`config.mk`:
```
export PLATFORM = sky130hd
export DESIGN_NAME = teach_io_config
export DESIGN_NICKNAME = d
export VERILOG_FILES = /design/src/pin_io_stage.v /design/src/teach_io_config.v
export VERILOG_INCLUDE_DIRS = /design/src
export SDC_FILE = /design/constraint.sdc
export NUM_CORES = 1
export LEC_CHECK = 0
export ABC_AREA = 1
export BUFFER_PORTS_ARGS = -buffer_cell sky130_fd_sc_hd__buf_2
export CAP_MARGIN = 10
export CORE_ASPECT_RATIO = 0.8
export CORE_MARGIN = 2
export CORE_UTILIZATION = 45
export CTS_CLUSTER_DIAMETER = 30
export DETAILED_ROUTE_END_ITERATION = 7
export PLACE_DENSITY_LB_ADDON = 0.12
export SLEW_MARGIN = 10
export SYNTH_ARGS = -nofsm -noshare
export SYNTH_HDL_FRONTEND = slang
export SYNTH_SLANG_ARGS = --single-unit
```
`constraint.sdc`:
```
create_clock -name ref_clk -period 6.94 [get_ports ref_clk]
set_clock_uncertainty 0.2 [all_clocks]
set_input_delay 0.347 -clock ref_clk [delete_from_list [all_inputs] [get_ports ref_clk]]
set_output_delay 0.347 -clock ref_clk [all_outputs]
set_load 0.05 [all_outputs]
```
`src/teach_io_consts.vh`:
```
// constants for the teach and digital IO pin configuration bank
// Behaviour
// RULE_01: Teach storage value 0 keeps taught values in non-volatile memory and value 1 only while supply is on.
// RULE_02: The host is expected to leave teach storage at the non-volatile setting in most applications.
// RULE_03: Teach sensitivity accepts codes 0 to 3 (high, medium, low reserve, transparent media) with default 0.
// RULE_04: A higher function reserve gives lower detection sensitivity and a lower reserve gives higher sensitivity.
// RULE_05: Switching threshold is a percentage 10 to 98, default 75, where 50 percent matches reserve code 2.
// RULE_06: One common switching level drives all IO pins negative (0) or positive (1), default positive.
// RULE_07: Pins 2, 5, 6 and 7 are configurable on the point-to-point variant, only pins 2 and 5 otherwise.
// RULE_08: A pin record holds direction at bit 24 (0 out, 1 in) and input function at bit 8 (0 off, 1 trigger, 2 teach).
// RULE_09: A pin behaviour field at bit 16 gives light switching for 0 and inverted dark switching for 1, default 0.
// RULE_10: A pin output function at bit 0 selects off, switching output, warning output or trigger output.
// RULE_11: The teach record is 32 bits with storage at bit 16, sensitivity at bit 8 and threshold at bit 0.
// RULE_12: Multi-field records are accessed whole only, and every field of a written record updates together.
// RULE_13: A write with any field outside its range is rejected and the old value is kept.
`ifndef TEACH_IO_CONSTS_VH
`define TEACH_IO_CONSTS_VH

// parameter indices
`define IDX_IO_LEVEL    8'h4D
`define IDX_TEACH       8'h4F
`define IDX_PIN2        8'h50
`define IDX_PIN5        8'h51
`define IDX_PIN6        8'h52
`define IDX_PIN7        8'h53

// field positions inside a 32-bit record
`define FLD_TEACH_STORE 16
`define FLD_TEACH_SENS  8
`define FLD_TEACH_THR   0
`define FLD_PIN_DIR     24
`define FLD_PIN_INV     16
`define FLD_PIN_INFN    8
`define FLD_PIN_OUTFN   0

// field limits
`define MAX_STORE       8'h01
`define MAX_SENS        8'h03
`define MIN_THR         8'h0A
`define MAX_THR         8'h62
`define MAX_LEVEL       8'h01
`define MAX_DIR         8'h01
`define MAX_INV         8'h01
`define MAX_INFN        8'h02
`define MAX_OUTFN       8'h03

// reset values
`define RST_LEVEL       8'h01
`define RST_TEACH       32'h0000004B
`define RST_PIN         32'h00000000

// function codes
`define INFN_TRIG       8'h01
`define INFN_TEACH      8'h02
`define OUTFN_SWITCH    8'h01
`define OUTFN_WARN      8'h02
`define OUTFN_TRIG      8'h03

`endif

```
`src/pin_io_stage.v`:
```
// one configurable IO pin: record check and pin drive/sense
`include "teach_io_consts.vh"
`default_nettype none
module pin_io_stage (
    // candidate record for a write, and the stored record
    input  wire [31:0] wrRecord,
    input  wire [31:0] cfgRecord,
    // common level and internal signals
    input  wire        positiveLevel,
    input  wire        switchState,
    input  wire        warnState,
    input  wire        trigState,
    input  wire        pinIn,
    // results
    output wire        recordOk,
    output wire        pinOut,
    output wire        pinOe,
    output wire        trigInActive,
    output wire        teachInActive
);
    wire [7:0] wDir   = wrRecord[`FLD_PIN_DIR +: 8];
    wire [7:0] wInv   = wrRecord[`FLD_PIN_INV +: 8];
    wire [7:0] wInFn  = wrRecord[`FLD_PIN_INFN +: 8];
    wire [7:0] wOutFn = wrRecord[`FLD_PIN_OUTFN +: 8];
    wire [7:0] cDir   = cfgRecord[`FLD_PIN_DIR +: 8];
    wire [7:0] cInv   = cfgRecord[`FLD_PIN_INV +: 8];
    wire [7:0] cInFn  = cfgRecord[`FLD_PIN_INFN +: 8];
    wire [7:0] cOutFn = cfgRecord[`FLD_PIN_OUTFN +: 8];
    reg        logicOut;

    // every field in range, else the whole record is refused
    assign recordOk = (wDir <= `MAX_DIR) && (wInv <= `MAX_INV) &&
                      (wInFn <= `MAX_INFN) && (wOutFn <= `MAX_OUTFN); // RULE_13

    // output source selection
    always @* begin
        if (cOutFn == `OUTFN_SWITCH) begin
            logicOut = switchState; // RULE_10
        end else if (cOutFn == `OUTFN_WARN) begin
            logicOut = warnState; // RULE_10
        end else if (cOutFn == `OUTFN_TRIG) begin
            logicOut = trigState; // RULE_10
        end else begin
            logicOut = 1'b0;
        end
    end

    // dark switching inverts, NPN pulls low when active
    assign pinOut = (logicOut ^ cInv[0]) ^ ~positiveLevel; // RULE_09
    assign pinOe  = (cDir == 8'h00) && (cOutFn != 8'h00); // RULE_08
    // input active level follows the common switching level
    assign trigInActive  = (cDir == 8'h01) && (cInFn == `INFN_TRIG) && (pinIn ^ ~positiveLevel); // RULE_08
    assign teachInActive = (cDir == 8'h01) && (cInFn == `INFN_TEACH) && (pinIn ^ ~positiveLevel); // RULE_08
endmodule // pin_io_stage
`default_nettype wire

```
`src/teach_io_config.v`:
```
// teach settings and digital IO pin configuration bank
`include "teach_io_consts.vh"
`default_nettype none
module teach_io_config (
    // clock and reset
    input  wire        ref_clk,
    input  wire        reset,
    // device variant: 1 point-to-point link, 0 analog or fieldbus
    input  wire        pointToPoint,
    // parameter access port
    input  wire        paramReq,
    input  wire        paramWr,
    input  wire [7:0]  paramIdx,
    input  wire [7:0]  paramSub,
    input  wire [31:0] paramWrData,
    output reg  [31:0] paramRdData_q,
    output reg         paramAck_q,
    output reg         paramErr_q,
    // teach settings to the measurement core
    output reg         teachVolatile_q,
    output reg  [1:0]  sensRank_q,
    output reg         transparentMedia_q,
    output reg  [6:0]  thresholdPct_q,
    // internal signals routed to pins
    input  wire        switchState,
    input  wire        warnState,
    input  wire        trigState,
    // pins 2, 5, 6, 7 in bit order 0..3
    input  wire [3:0]  pinIn,
    output reg  [3:0]  pinOut_q,
    output reg  [3:0]  pinOe_q,
    output reg         trigIn_q,
    output reg         teachIn_q
);
    reg  [7:0]   levelReg_q;
    reg  [31:0]  teachReg_q;
    reg  [127:0] pinRegs_q;
    wire [3:0]   pinRecOk;
    wire [3:0]   pinOutW;
    wire [3:0]   pinOeW;
    wire [3:0]   trigInW;
    wire [3:0]   teachInW;
    wire [3:0]   pinAllowed;
    wire         teachOk;
    wire [7:0]   wStore = paramWrData[`FLD_TEACH_STORE +: 8];
    wire [7:0]   wSens  = paramWrData[`FLD_TEACH_SENS +: 8];
    wire [7:0]   wThr   = paramWrData[`FLD_TEACH_THR +: 8];
    reg          idxKnown;
    reg          wrOk;
    reg  [31:0]  rdValue;
    reg  [2:0]   pinSel;
    wire         subOk;
    wire         takeReq;
    wire         storeReq;

    // pin slot for an index, 3'h4 when not a pin record
    function [2:0] pinSlot;
        input [7:0] idx;
        begin
            if (idx == `IDX_PIN2) begin
                pinSlot = 3'h0;
            end else if (idx == `IDX_PIN5) begin
                pinSlot = 3'h1;
            end else if (idx == `IDX_PIN6) begin
                pinSlot = 3'h2;
            end else if (idx == `IDX_PIN7) begin
                pinSlot = 3'h3;
            end else begin
                pinSlot = 3'h4;
            end
        end
    endfunction

    // pins 6 and 7 exist only on the point-to-point variant
    assign pinAllowed = {pointToPoint, pointToPoint, 2'b11}; // RULE_07

    // teach record range check, storage 0/1, sensitivity 0..3, threshold 10..98
    assign teachOk = (wStore <= `MAX_STORE) && (wSens <= `MAX_SENS) &&
                     (wThr >= `MIN_THR) && (wThr <= `MAX_THR); // RULE_13

    // one stage per pin; each checks the candidate write record and drives its pin from the stored record
    genvar gi;
    generate
        for (gi = 0; gi < 4; gi = gi + 1) begin : pinStage
            pin_io_stage stage (
                .wrRecord      (paramWrData),
                .cfgRecord     (pinRegs_q[gi*32 +: 32]),
                .positiveLevel (levelReg_q[0]),
                .switchState   (switchState),
                .warnState     (warnState),
                .trigState     (trigState),
                .pinIn         (pinIn[gi]),
                .recordOk      (pinRecOk[gi]),
                .pinOut        (pinOutW[gi]),
                .pinOe         (pinOeW[gi]),
                .trigInActive  (trigInW[gi]),
                .teachInActive (teachInW[gi])
            );
        end
    endgenerate

    // index decode: which record, and whether this variant has it
    always @* begin
        pinSel   = pinSlot(paramIdx);
        idxKnown = 1'b0;
        if (paramIdx == `IDX_IO_LEVEL) begin
            idxKnown = 1'b1;
        end else if (paramIdx == `IDX_TEACH) begin
            idxKnown = 1'b1;
        end else if (pinSel != 3'h4) begin
            idxKnown = pinAllowed[pinSel[1:0]]; // RULE_07
        end
    end

    // write check: every field of the candidate record in range
    always @* begin
        wrOk = 1'b0;
        if (paramIdx == `IDX_IO_LEVEL) begin
            wrOk = (paramWrData[7:0] <= `MAX_LEVEL) && (paramWrData[31:8] == 24'h000000); // RULE_13
        end else if (paramIdx == `IDX_TEACH) begin
            wrOk = teachOk; // RULE_13
        end else if (pinSel != 3'h4) begin
            wrOk = pinRecOk[pinSel[1:0]]; // RULE_13
        end
    end

    // read mux; the level byte reads back zero-extended
    always @* begin
        rdValue = 32'h00000000;
        if (paramIdx == `IDX_IO_LEVEL) begin
            rdValue = {24'h000000, levelReg_q};
        end else if (paramIdx == `IDX_TEACH) begin
            rdValue = teachReg_q;
        end else if (pinSel != 3'h4) begin
            rdValue = pinRegs_q[pinSel[1:0]*32 +: 32];
        end
    end

    // a request is taken whole or refused whole, so no half-written record exists
    assign subOk    = (paramSub == 8'h00); // RULE_12
    assign takeReq  = paramReq && idxKnown && subOk && (!paramWr || wrOk); // RULE_13
    assign storeReq = takeReq && paramWr;

    // answer: one pulse per request, read data held until the next accepted read
    always @(posedge ref_clk or posedge reset) begin
        if (reset) begin
            paramRdData_q <= 32'h00000000;
            paramAck_q    <= 1'b0;
            paramErr_q    <= 1'b0;
        end else begin
            paramAck_q <= takeReq;
            paramErr_q <= paramReq && !takeReq; // RULE_12
            if (takeReq && !paramWr) begin
                paramRdData_q <= rdValue;
            end
        end
    end

    // common switching level for all pins
    always @(posedge ref_clk or posedge reset) begin
        if (reset) begin
            levelReg_q <= `RST_LEVEL; // RULE_06
        end else if (storeReq && paramIdx == `IDX_IO_LEVEL) begin
            levelReg_q <= paramWrData[7:0]; // RULE_06
        end
    end

    // teach record; upper byte is unused and reads as zero
    always @(posedge ref_clk or posedge reset) begin
        if (reset) begin
            teachReg_q <= `RST_TEACH; // RULE_03
        end else if (storeReq && paramIdx == `IDX_TEACH) begin
            teachReg_q <= {8'h00, paramWrData[23:0]}; // RULE_11
        end
    end

    // pin records; a refused write leaves the old record in place
    always @(posedge ref_clk or posedge reset) begin
        if (reset) begin
            pinRegs_q <= {4{`RST_PIN}};
        end else if (storeReq && pinSel != 3'h4) begin
            pinRegs_q[pinSel[1:0]*32 +: 32] <= paramWrData; // RULE_12
        end
    end

    // decoded teach settings; rank 0 is least sensitive (highest reserve)
    always @(posedge ref_clk or posedge reset) begin
        if (reset) begin
            teachVolatile_q    <= 1'b0;
            sensRank_q         <= 2'h0;
            transparentMedia_q <= 1'b0;
            thresholdPct_q     <= 7'h4B;
        end else begin
            teachVolatile_q    <= teachReg_q[`FLD_TEACH_STORE]; // RULE_01
            sensRank_q         <= teachReg_q[`FLD_TEACH_SENS +: 2]; // RULE_04
            transparentMedia_q <= (teachReg_q[`FLD_TEACH_SENS +: 8] == `MAX_SENS); // RULE_03
            thresholdPct_q     <= teachReg_q[`FLD_TEACH_THR +: 7]; // RULE_05
        end
    end

    // pin drive, registered; absent pins stay released
    always @(posedge ref_clk or posedge reset) begin
        if (reset) begin
            pinOut_q <= 4'h0;
            pinOe_q  <= 4'h0;
        end else begin
            pinOut_q <= pinOutW & pinAllowed;
            pinOe_q  <= pinOeW & pinAllowed; // RULE_07
        end
    end

    // input sensing, registered; inputs of absent pins are ignored
    always @(posedge ref_clk or posedge reset) begin
        if (reset) begin
            trigIn_q  <= 1'b0;
            teachIn_q <= 1'b0;
        end else begin
            trigIn_q  <= |(trigInW & pinAllowed); // RULE_08
            teachIn_q <= |(teachInW & pinAllowed); // RULE_08
        end
    end
endmodule // teach_io_config
`default_nettype wire

```
* Word level (Yosys, flattened, before mapping)
Cells that the tools add are included.
Widths: inputs -> output; s select.
** Storage, ports and cells
- Bits in registers :: 215
- Output and inout port bits :: 55
- Word-level logic and storage cells :: 157
** Operators by class
- $add $sub $neg :: 1
- Magnitude comparators :: 9
- Equal/unequal tests :: 32
- Shift operators :: 3
- Mux-type cells :: 30
- Bitwise operators :: 17
- Reductions and logical operators :: 51
** Operator list (count)
- $bwmux 128 :: 1
- $shift 32x34->128 const A :: 1
- $shiftx 128x8->32 :: 1
- $shiftx 32x34->128 :: 1
- $eq 8x2->1 const B :: 13
- $eq 8x1->1 const B :: 12
- $mux 32 :: 3
- $eq 8x7->1 const B :: 6
- $logic_not 8->1 :: 5
- $logic_and 1x1->1 :: 36
- $neg 7->34 :: 1
- $reduce_bool 8->1 :: 4
- $le 8x1->1 const B :: 3
- $le 8x2->1 const B :: 3
- $logic_not 24->1 :: 1
- $mux 1 :: 20
- $and 4x4->4 :: 4
- $mux 3 :: 4
- $xor 1x1->1 :: 12
- $ge 8x4->1 const B :: 1
- $le 8x7->1 const B :: 1
- $reduce_or 4->1 :: 2
- $bmux 1 s2 :: 2
- $lt 2x3->1 const B :: 1
- other kinds (4) :: 5

* Logic depth before layout (Yosys ltp)
- Depth in word-level cells :: 15
- Gate-level depth with buffers :: 18
- Mapped depth without buffers :: 15

* By module
A second synthesis with hierarchy kept.
** Second synthesis, totals
- Cells, all modules :: 1771
- Area, all modules :: 12532.0 sq um
** Modules (own cells, without submodules)
- teach_io_config :: instances 1, cells each 1503, area each 11305.8 sq um
- pin_io_stage :: instances 4, cells each 67, area each 306.5 sq um

* Worst setup path before layout
No wires, ideal clock.
- Path type :: input to register
- From :: input paramIdx[7]
- To :: register pinRegs_q[71]
- Library setup time :: 0.120 ns
- Arrival :: 2.534 ns
- Data required time :: 6.620 ns
- Slack :: 4.086 ns
- Cell stages on the path :: 16
- Path buffers :: 3
- Cells stage by stage :: inv_2 nand2_1 nor2_1 nand3_1 clkbuf_1 clkbuf_1 ha_1 a21oi_2 nand2_1 nand2_1 nand2_1 nand2_4 nand4_4 nor2_2 buf_2 nor2_1
** On the way
- Cells in the longest elaborated chain, start to end :: 15
** RTL lines
- from (decl) :: RTL line teach_io_config.v:13 : input wire [7:0] paramIdx,
- branches (longest 15 deep; another with $neg 7->34)
- to (signal assigned) :: RTL line teach_io_config.v:180 : pinRegs_q <= {4{`RST_PIN}};
- to (signal, indexed assignment) :: RTL line teach_io_config.v:182 : pinRegs_q[pinSel[1:0]*32 +: 32] <= paramWrData;
- to (decl) :: RTL line teach_io_config.v:37 : reg [127:0] pinRegs_q;
Several ways; the timed one is not identified. The select of a mux whose other input is x is not followed.
A chain may end at the register's enable or synchronous reset.

* Worst setup path after layout
- From :: input paramIdx[7]
- To :: register pinRegs_q[91]
Same word-level chain as after synthesis.

==> impl_metrics.py <==
metrics = {
    "run_status": {
        "outcome": "completed",
    },
    "logic_synthesis": {
        "ys_seq_area_share_pct": 53.41,
        "yosys.area.top_type": "dfrtp_1",
        "synth_seq_cells": 215,
        "synthCells": 1227,
        "syn_avg_cell_area_um2": 8.227,
        "synthArstFlopShare_pct": 100.0,
        "yosysWarnings": 0,
        "syn-num-nets": 1291,
        "netlist_area_um2": 10090,
        "synth_top_cells_by_area": "dfrtp_1 51%, nand2_1 7.4%, inv_1 6.8%",
        "synth_ff_type": "dfrtp_1",
        "netlist.area_leader.share_pct": 51.07,
        "synth_edf_count": 0,
        "synthDistinctLibCells": 39,
    },
    "timing": {
        "finalSetupTns_ns": 0,
        "max_freq_mhz": 249.2,
        "grt_setup_unrepaired": "false",
        "report.final.slew_viol_count": 0,
        "worstMarginPinSlew_ns": 1.033,
        "finalHoldViolCount": 0,
        "whs_ns": 0.02353,
        "finalSetupViolations": 0,
        "slew_headroom_pct": 30.94,
        "finalCritPeriodShare_pct": 57.82,
        "finalCriticalPeriod_ns": 4.013,
    },
    "drt": {
        "routedWlPerCell_um": 17.37,
        "dr.pass1.iters": 5,
        "drc": 0,
        "first_iter_violations": 869,
        "drt_wl_total_um": 29340,
        "antenna_left": 0,
        "viasPerCell": 5.160,
        "vias": 8715,
    },
    "die": {
        "die_w_um": 171.5,
        "die_y_um": 138.0,
        "die-area_um2": 23650,
        "core_um2": 21800,
        "ios": 115,
        "start_util_pct": 46.30,
        "rows": 48,
    },
    "placement": {
        "hpwlAfterDp_um": 19820,
        "place.gp.congestion": 0.8639,
        "placed_area_um2": 10890,
        "place.port_buffers": 114,
    },
    "power_and_ir_drop": {
        "ir_worst_vdd_mv": 0.1705,
        "power.total_mw": 3.584,
        "power_density_nw_per_um2": 284.2,
        "leakagePower_nw": 6.354,
    },
    "layout": {
        "final_util_pct": 57.86,
        "register_area_um2": 5391,
        "syn_to_final_growth_pct": 24.95,
        "final_nets": 1417,
        "design_area_um2": 12610,
        "multi_input_area_um2": 3765,
        "nFillCells": 2026,
        "drive_above_1_share_pct": 16.41,
        "diodes": 0,
    },
    "clock_tree": {
        "cts-root-buf": "clkbuf_16",
        "clock_path_buffers": 3,
        "cts_setup_buffers": 0,
        "cts.sink_count": 215,
        "cts_tree": "built",
        "numCtsBuffers": 45,
        "clk_pin_slew_ns": 0.04,
        "clk_latency_ns": 0.53,
        "htreeDepth": 2,
    },
    "worst_setup_path": {
        "cp-start-kind": "input port",
        "crit_start": "paramIdx[7]",
        "critPathCaptureType": "flip-flop",
        "crit_end": "pinRegs_q[91]$_DFFE_PP0P_",
        "reg2reg_from": "levelReg_q[0]$_DFFE_PP1P_",
        "rr_worst_depth": 4,
        "arrival_ns": 4.21,
        "r2r-end": "teachIn_q$_DFF_PP0_",
        "worst-path-max-fanout": 67,
        "path_class": "input port to flip-flop",
        "rrSetupSlack_ns": 4.70,
        "cp.required_ns": 7.14,
    },
    "global_routing": {
        "grt_start_max_net_pins": 147,
        "grt_pass1_vias": 8052,
        "grt_overflow": 0,
        "grt_antenna_before_repair": 0,
        "grtUsageTotal_pct": 25.21,
        "grt_pass1_wl_um": 45240,
    },
    "run": {
        "maxCapViolations": 0,
    },
    "min_path": {
        "hp-class": "input port to flip-flop",
    },
}
-- what timing repair did --
| item | CTS | global route |
|---|---|---|
| resized for setup | 0 | 0 |
| endpoints found under the hold margin | 148 | 0 |
| hold buffers | 12 | 0 |
-- worst min-delay path by stage --
stage	startpoint	depth (start not counted)	slack, ns	endpoint
6_report	paramWrData[4]	3	0.02	teachReg_q[4]$_DFFE_PP0P_
5_1_grt	paramWrData[4]	3	0.04	teachReg_q[4]$_DFFE_PP0P_
4_1_cts	paramWrData[4]	3	0.01	teachReg_q[4]$_DFFE_PP0P_
3_5_place_dp	teachReg_q[1]$_DFFE_PP1P_	0	0.17	thresholdPct_q[1]$_DFF_PP1_
3_3_place_gp	teachReg_q[1]$_DFFE_PP1P_	0	0.17	thresholdPct_q[1]$_DFF_PP1_
2_1_floorplan	teachReg_q[0]$_DFFE_PP1P_	0	0.16	thresholdPct_q[0]$_DFF_PP1_
-- cell usage in the layout (no fill, tap or decap), types with 3 or more instances in the layout --
| cell | netlist | layout |
|---|---|---|
| dfrtp_1 | 206 | 206 |
| nand2_1 | 199 | 199 |
| inv_1 | 184 | 183 |
| nor2_1 | 174 | 174 |
| buf_2 | 19 | 114 |
| nand3_1 | 80 | 79 |
| o21ai_0 | 78 | 78 |
| a21oi_1 | 46 | 46 |
| clkbuf_16 | 0 | 45 |
| o21bai_1 | 36 | 36 |
| nor3_1 | 23 | 23 |
| o21ai_1 | 21 | 21 |
| o22ai_1 | 19 | 19 |
| o211ai_1 | 14 | 14 |
| nand4_1 | 13 | 13 |
| nor4_1 | 12 | 12 |
| dlygate4sd3_1 | 0 | 12 |
| a22oi_1 | 11 | 11 |
| buf_4 | 0 | 10 |
| dfstp_2 | 9 | 9 |
| clkbuf_8 | 0 | 7 |
| bufinv_16 | 0 | 7 |
| clkinvlp_4 | 0 | 7 |
| xor2_1 | 6 | 6 |
| clkinv_2 | 0 | 6 |
| o221ai_1 | 4 | 4 |
| ha_1 | 4 | 4 |
| clkbuf_1 | 35 | 4 |
| clkinv_4 | 0 | 4 |
| nand3b_1 | 3 | 3 |
| nor2_4 | 3 | 3 |
| a21boi_0 | 3 | 3 |
-- report_power, final --
part / switching (mW) / internal [mW] / total [mW]
clock network: 0.703 / 1.53 / 2.23
registers: 0.0000948 / 1.26 / 1.26
logic: 0.0700 / 0.0266 / 0.0967
total: 0.773 / 2.81 / 3.58
-- area by class of cell --
type                       instances  area share (%)
clock buffer                      56           9.811
clock inverter                    27           2.897
inverter                         188           5.654
multi-input combinational        767           29.85
sequential                       215           42.74
tap                              300           2.976
timing repair buffer             136           6.071
-- cell families (layout without fill, tap and decap cells) --
kind of cell	count (synthesis)	count (layout)	share of synthesized area [%]
AND/OR/NAND/NOR	516	516	21.98
buffers and inverters	245	407	9.346
AO/OA/AOI/OAI	239	239	14.08
flip-flops	215	215	53.41
XOR/XNOR	8	8	0.6941
adder cells (fa/ha/maj)	4	4	0.4958
-- critical path, stage by stage --
cell and delay (ns):
buf_2 0.10, inv_2 0.05, nand2_1 0.05, nor2_1 0.20, nand3_2 0.08, buf_4 0.32, ha_1 0.52, a21oi_2 0.73
nand2_1 0.10, nand2_1 0.10, nand2_1 0.08, nand2_4 0.15, nand4_2 0.79, o21bai_1 0.46, nand2_1 0.08
-- metrics by stage --
| stage | worst slack (ns) | cells |
|---|---|---|
| floorplan | 0.5286 | 1227 |
| global placement | 2.531 | 1594 |
| detailed placement | 2.440 | 1594 |
| CTS | 2.958 | 1689 |
| global route | 2.567 | 1689 |
| finish | 2.927 | 1689 |
-- metal layers --
metal / global-route usage (%) / part of all wire (%) / vias up / wire [µm]
met5: 0 / 0 / - / 0
met4: 7.062 / 1.7 / 0 / 504
met3: 5.108 / 7.9 / 40 / 2314
met2: 34.63 / 41 / 318 / 12140
met1: 39.83 / 49 / 4127 / 14380
li1: - / - / 4230 / -
-- flip-flops by register name, summed over array words and instances (netlist names), 2 cells and up --
name            flops
pinRegs_q         128
paramRdData_q      32
teachReg_q         24
levelReg_q          8
thresholdPct_q      7
pinOe_q             4
pinOut_q            4
sensRank_q          2
-- synth_stat cells (12+ instances only) --
| master | number |
|---|---|
| a21oi_1 | 46 |
| buf_2 | 19 |
| clkbuf_1 | 35 |
| dfrtp_1 | 206 |
| inv_1 | 184 |
| nand2_1 | 199 |
| nand3_1 | 80 |
| nand4_1 | 13 |
| nor2_1 | 174 |
| nor3_1 | 23 |
| nor4_1 | 12 |
| o211ai_1 | 14 |
| o21ai_0 | 78 |
| o21ai_1 | 21 |
| o21bai_1 | 36 |
| o22ai_1 | 19 |
Power figures use the tool's default switching activity.
